===== src/design/it12_pkg.sv =====
// Purpose: constants and types shared by the 12-bit interval timer
// Assumes: a simple native SFR port from the CPU, one 16-bit word per access
// Notes: addresses are SFR byte addresses, reads return data one cycle later
package it12_pkg;

  // ---------------------------------------------------------------
  // register map
  // ---------------------------------------------------------------
  localparam logic [19:0] CTRL_WORD_ADDR = 20'hFFF90; // interval control word
  localparam logic [19:0] PER_ADDR_DEFAULT = 20'hF00F0; // peripheral clock gates

  // ---------------------------------------------------------------
  // field layout and reset values
  // ---------------------------------------------------------------
  localparam int CMP_W = 12;
  localparam int RUN_BIT = 15;
  localparam int GATE_BIT = 7;
  localparam logic [7:0] PER_RESET = 8'h00;
  localparam logic [CMP_W-1:0] CMP_RESET = 12'hFFF;
  localparam logic RUN_RESET = 1'b0;
  localparam logic [15:0] CTRL_WORD_RESET = 16'h0FFF;

  // ---------------------------------------------------------------
  // carriers
  // ---------------------------------------------------------------
  typedef struct packed {
    logic [19:0] addr;
    logic [15:0] wdata;
    logic wr;
    logic rd;
  } it12_sfr_req_t;

  typedef struct packed {
    logic run_applied;
    logic run_written;
    logic [CMP_W-1:0] cmp;
  } it12_ctrl_t;

endpackage


===== src/design/it12_interval_timer.sv =====
// Purpose: 12-bit interval timer with peripheral clock gate
// Assumes: the count clock is a pin from another domain, sampled in sys_clk_i
// Notes: the gated count clock is modelled as gated count ticks
`timescale 1ns/1ns
module it12_interval_timer #(
  parameter logic [19:0] PER_ADDR = it12_pkg::PER_ADDR_DEFAULT // gate register address
) (
  input wire logic sys_clk_i, // cpu clock, 100 MHz
  input wire logic resetn_i, // async reset, active low
  input wire logic cnt_clk_i, // low-speed count clock
  input wire it12_pkg::it12_sfr_req_t sfr_req_i, // cpu register access
  output logic [15:0] sfr_rdata_o, // read data, one cycle after rd
  output logic low_speed_peripheral_clock_gate_o, // timer clock-gate bit
  output logic count_run_enable_o, // applied run enable
  output logic interval_interrupt_request_o // one-cycle match pulse
);

  // ---------------------------------------------------------------
  // state
  // ---------------------------------------------------------------
  logic [7:0] peripheral_clock_gates;
  logic [7:0] next_peripheral_clock_gates;
  it12_pkg::it12_ctrl_t ctrl;
  it12_pkg::it12_ctrl_t next_ctrl;
  logic [it12_pkg::CMP_W-1:0] count;
  logic [it12_pkg::CMP_W-1:0] next_count;
  logic irq;
  logic next_irq;
  logic [15:0] rdata;
  logic [15:0] next_rdata;
  logic raw_tick;
  logic tick;
  logic gate;
  logic wr_per;
  logic wr_ctrl;
  logic match;

  // ---------------------------------------------------------------
  // count clock tick
  // ---------------------------------------------------------------
  it12_tick_sync u_tick_sync (
    .sys_clk_i(sys_clk_i),
    .resetn_i(resetn_i),
    .cnt_clk_i(cnt_clk_i),
    .tick_o(raw_tick)
  );

  // clock gate and write decode
  assign gate = peripheral_clock_gates[it12_pkg::GATE_BIT];
  assign tick = raw_tick & gate; // no count clock while gated off
  assign wr_per = sfr_req_i.wr && (sfr_req_i.addr == PER_ADDR);
  assign wr_ctrl = sfr_req_i.wr && (sfr_req_i.addr == it12_pkg::CTRL_WORD_ADDR) && gate;
  assign match = (count == ctrl.cmp);

  // ---------------------------------------------------------------
  // peripheral clock gates register
  // ---------------------------------------------------------------
  // software keeps bits 1, 3, 4 and 6 at zero; they are stored as written
  always_comb begin
    next_peripheral_clock_gates = peripheral_clock_gates;
    if (wr_per) begin
      next_peripheral_clock_gates = sfr_req_i.wdata[7:0];
    end
  end

  always_ff @(posedge sys_clk_i or negedge resetn_i) begin
    if (!resetn_i) begin
      peripheral_clock_gates <= it12_pkg::PER_RESET;
    end else begin
      peripheral_clock_gates <= next_peripheral_clock_gates;
    end
  end

  // ---------------------------------------------------------------
  // interval control word
  // ---------------------------------------------------------------
  // run enable is taken into effect and into read-back on the next count tick
  always_comb begin
    next_ctrl = ctrl;
    if (!gate) begin
      next_ctrl.run_applied = it12_pkg::RUN_RESET; // held in reset
      next_ctrl.run_written = it12_pkg::RUN_RESET;
      next_ctrl.cmp = it12_pkg::CMP_RESET;
    end else begin
      if (wr_ctrl) begin
        next_ctrl.run_written = sfr_req_i.wdata[it12_pkg::RUN_BIT];
        next_ctrl.cmp = sfr_req_i.wdata[it12_pkg::CMP_W-1:0];
      end
      if (tick) begin
        next_ctrl.run_applied = ctrl.run_written; // one count cycle late
      end
    end
  end

  always_ff @(posedge sys_clk_i or negedge resetn_i) begin
    if (!resetn_i) begin
      ctrl.run_applied <= it12_pkg::RUN_RESET;
      ctrl.run_written <= it12_pkg::RUN_RESET;
      ctrl.cmp <= it12_pkg::CMP_RESET;
    end else begin
      ctrl <= next_ctrl;
    end
  end

  // ---------------------------------------------------------------
  // counter and interrupt pulse
  // ---------------------------------------------------------------
  // period is (compare + 1) count ticks; compare 0 is prohibited to software
  always_comb begin
    next_count = count;
    next_irq = 1'b0;
    if (!gate || !ctrl.run_applied) begin
      next_count = '0; // stopped counter is cleared
    end else if (tick) begin // counting on the count clock
      if (match) begin
        next_count = '0; // clear and keep counting
        next_irq = 1'b1; // same count cycle as the clear
      end else begin
        next_count = count + 12'h001;
      end
    end
  end

  always_ff @(posedge sys_clk_i or negedge resetn_i) begin
    if (!resetn_i) begin
      count <= '0;
      irq <= 1'b0;
    end else begin
      count <= next_count;
      irq <= next_irq; // single cpu-clock pulse per match
    end
  end

  // ---------------------------------------------------------------
  // read path
  // ---------------------------------------------------------------
  // gated off, the control word reads as its default value
  always_comb begin
    next_rdata = rdata;
    if (sfr_req_i.rd) begin
      if (sfr_req_i.addr == PER_ADDR) begin
        next_rdata = {8'h00, peripheral_clock_gates};
      end else if (sfr_req_i.addr == it12_pkg::CTRL_WORD_ADDR) begin
        if (gate) begin
          next_rdata = {ctrl.run_applied, 3'h0, ctrl.cmp};
        end else begin
          next_rdata = it12_pkg::CTRL_WORD_RESET;
        end
      end else begin
        next_rdata = 16'h0000;
      end
    end
  end

  always_ff @(posedge sys_clk_i or negedge resetn_i) begin
    if (!resetn_i) begin
      rdata <= 16'h0000;
    end else begin
      rdata <= next_rdata;
    end
  end

  assign sfr_rdata_o = rdata;
  assign low_speed_peripheral_clock_gate_o = gate;
  assign count_run_enable_o = ctrl.run_applied;
  assign interval_interrupt_request_o = irq;

endmodule


===== src/design/it12_tick_sync.sv =====
// Purpose: bring the low-speed count clock into the CPU clock domain
// Assumes: count clock far slower than sys_clk_i
// Notes: emits one sys_clk_i pulse per rising edge of the count clock
`timescale 1ns/1ns
module it12_tick_sync (
  input wire logic sys_clk_i, // cpu clock
  input wire logic resetn_i, // async reset, active low
  input wire logic cnt_clk_i, // low-speed count clock pin
  output logic tick_o // one pulse per count clock rise
);

  logic meta;
  logic sync;
  logic prev;
  logic next_meta;
  logic next_sync;
  logic next_prev;

  // two-stage synchroniser, then a delayed copy for the edge
  always_comb begin
    next_meta = cnt_clk_i;
    next_sync = meta;
    next_prev = sync;
  end

  always_ff @(posedge sys_clk_i or negedge resetn_i) begin
    if (!resetn_i) begin
      meta <= 1'b0;
      sync <= 1'b0;
      prev <= 1'b0;
    end else begin
      meta <= next_meta;
      sync <= next_sync;
      prev <= next_prev;
    end
  end

  assign tick_o = sync & ~prev; // rising edge of the synchronised clock

endmodule


===== config.mk =====
export PLATFORM = sky130hd
export DESIGN_NAME = it12_interval_timer
export DESIGN_NICKNAME = d
export VERILOG_FILES = /design/src/design/it12_pkg.sv /design/src/design/it12_interval_timer.sv /design/src/design/it12_tick_sync.sv
export SDC_FILE = /design/constraint.sdc
export NUM_CORES = 1
export LEC_CHECK = 0
export BUFFER_PORTS_ARGS = -buffer_cell sky130_fd_sc_hd__buf_2
export CORE_UTILIZATION = 57
export DETAILED_ROUTE_END_ITERATION = 8
export HOLD_SLACK_MARGIN = 0.12
export PLACE_DENSITY = 0.84
export SKIP_CTS_REPAIR_TIMING = 1
export SLEW_MARGIN = 25
export SYNTH_ARGS = -nofsm -noshare
export SYNTH_HDL_FRONTEND = slang
export SYNTH_SLANG_ARGS = --single-unit

===== constraint.sdc =====
create_clock -name sys_clk_i -period 2.47 [get_ports sys_clk_i]
set_input_delay 0.1235 -clock sys_clk_i [delete_from_list [all_inputs] [get_ports sys_clk_i]]
set_output_delay 0.1235 -clock sys_clk_i [all_outputs]
set_load 0.03 [all_outputs]

==> qor.txt <==
Global Route met1 Usage = 31.0%
Setup Skew = 0.0102 ns
number of global-route vias before repair = 2,008
final WL = 5650 microns
register bit total from synthesis = 51
vias = 2,147
Startpoint Class = register
Antenna Violating Nets Remaining = 0
Finished Cell Area = 3090 sq um
final setup TNS = 0 ns
Hold Path Origin = sfr_req_i[17]
Clock H-tree levels = 2
mean area per synthesized cell = 9.97 sq um
grt ovf = 0
Max Slew Vio Count = 0
clk root buf = clkbuf_8
Global Route Usage Sum = 24.1%
largest net degree at the start of global routing = 33
DP Area = 2870 sq um
Clock Latency Late Sink = 0.31 ns
Ports = 60
Crit Path Max Fanout = 15
CTS buffer count = 5
grt met2 use = 41.3%
most common cell after layout, fill and taps aside = buf_2
synth top area cells = dfrtp_1 38%, dfstp_2 12%, mux2i_1 6.6%
Worst Hold Class = input port to register
most frequent cells in the layout = 53 x buf_2, 42 x nand2_1, 39 x dfrtp_1
initial antenna violation count = 0
yosys warns = 0
1st-pass router iterations = 4
Synth cell types = 41
largest area contributor in the netlist = dfrtp_1
Remaining DRCs = 0
Post-Synthesis Cells = 257
FFs w/ async S/R, synth = 100%
met3 usage = 3.80%
GRT busiest layer = met2
Tot Pwr = 1460 uW
Peak supply drop = 0.372 mV
core area = 4320 sq um
post-route setup slack = 0.681 ns
slew margin rel. = 57.5%
area added between synthesis and finish = 20.8%
leak pwr = 0.00146 uW
# fillers = 306
fin crit period = 1.79 ns
first-pass GRT wire length = 9220 microns
Post-synth EDFFs = 0
pwr dens = 470 nW/um^2
ANT cells = 0
CTS tree = done
die area = 4770 sq um
Avg WL per Cell = 15.0 microns
endpoints failing setup = 0
CP Data Required Time = 2.66 ns
WP data arrival = 1.98 ns
mapped cell area = 2560 sq um
CTS Sinks = 51
Die W = 69.0 microns
Site Rows = 24
Tightest Pin Transition = 0.637 ns
Post-Place Cells = 354
clock buffer depth = 2
RR Startpoint = ctrl[2]$_DFFE_PN1P_
final worst path period share = 72.4%
Finished Layout Cells = 376
GPL Wtd Cong = 0.840
Seq/Total Area, Yosys = 50.4%
Clk pin slew, worst setup/hold paths = 0.09 ns
hpwl dp = 3850 microns
FMAX = 559 MHz
Chip Height = 69.0 microns
Initial DRC Count = 85
Starting Density = 59.2%
status = finished clean
Top FF cell, synth = dfrtp_1
Place WS = 0.587 ns
Crit. Startpoint = ctrl[2]$_DFFE_PN1P_
Max Cap Violations = 0
# port buffers = 53
Final Hold Vio Count = 0
RSZ-0062 raised after global routing = no
crit end category = register
Synth top area share = 38.1%
Avg Vias per Cell = 5.71
Setup CP Type = register to register
nets = 365
share of cells above drive strength 1 = 28.7%
## stage by stage
step	util, %	hold WS, ns
6_report	71.5	0.0938
5_1_grt	71.5	0.126
4_1_cts	68.3	-0.249
3_5_place_dp	66.3	0.0806
3_3_place_gp	65.9	0.231
2_1_floorplan	-	-0.172
## final timing paths
| path | endpoint | slack (ns) | depth (start not counted) |
|---|---|---|---|
| max in group asynchronous | ctrl[6]$_DFFE_PN1P_ | 1.49 | 4 |
| min in group asynchronous | sfr_rdata_o[6]$_DFFE_PN0P_ | 0.29 | 2 |
| max | count[10]$_DFFE_PN0P_ | 0.68 | 6 |
| min | ctrl[12]$_DFFE_PN0P_ | 0.09 | 3 |
| min reg2reg | u_tick_sync.next_prev$_DFF_PN0_ | 0.36 | 0 |
| max reg2reg | count[10]$_DFFE_PN0P_ | 0.68 | 6 |
## report_power, final
group / internal, uW / switching [uW]
clock network: 195 / 273
registers: 847 / 6.51
logic: 58.2 / 76.1
## cell usage after synthesis, types with 3 or more instances
master    count
a31oi_1      10
and3_1        6
buf_2         4
buf_4         3
clkbuf_1      8
dfrtp_1      39
dfstp_2      12
inv_1         6
mux2_2        8
mux2i_1      17
nand2_1      42
nand3_1      13
nand4_1       4
nor2_1       14
nor2b_1       3
nor3_1        7
nor4_1        5
o21ai_0      17
xor2_1       13
## registers in the layout (all words and copies together) (netlist names)
name / cells
sfr_rdata_o: 13
peripheral_clock_gates: 8
interval_interrupt_request_o: 1
count_run_enable_o: 1
count: 12
ctrl: 13
u_tick_sync.meta: 1
u_tick_sync.prev: 1
u_tick_sync.next_prev: 1
## cell type report
cell class	count	area (sq um)	area share, %
repair buffers	74	470	15.2
clock buffers	5	68.8	2.22
flip-flops and latches	51	1290	41.7
multi-input cells	185	1160	37.5
inverters	6	22.5	0.728
well taps	52	65.1	2.10
clock inverters	3	15.0	0.485
## per-layer routing
layer,wire length [microns],vias up
li1,-,1026
met1,2460,1058
met2,2910,56
met3,196,7
met4,79,0
met5,0,-
## kinds of logic after synthesis
| kind of cell | synth area share, % |
|---|---|
| and+or+nand+nor | 21.9 |
| DFF | 50.4 |
| AOI/OAI and AO/OA | 7.82 |
| muxes | 10.2 |
| buffers and inverters | 4.59 |
| xor gates and xnor gates | 4.45 |
| adders and majority gates | 0.488 |
| other | 0.146 |
## critical path, stage by stage, from the launching register on
cell,delay [ns]
dfstp_2,0.57
xor2_1,0.09
nor4_1,0.32
nand3_1,0.16
buf_4,0.22
a41oi_1,0.21
o41ai_1,0.10
(Power assumes the default switching activity.)
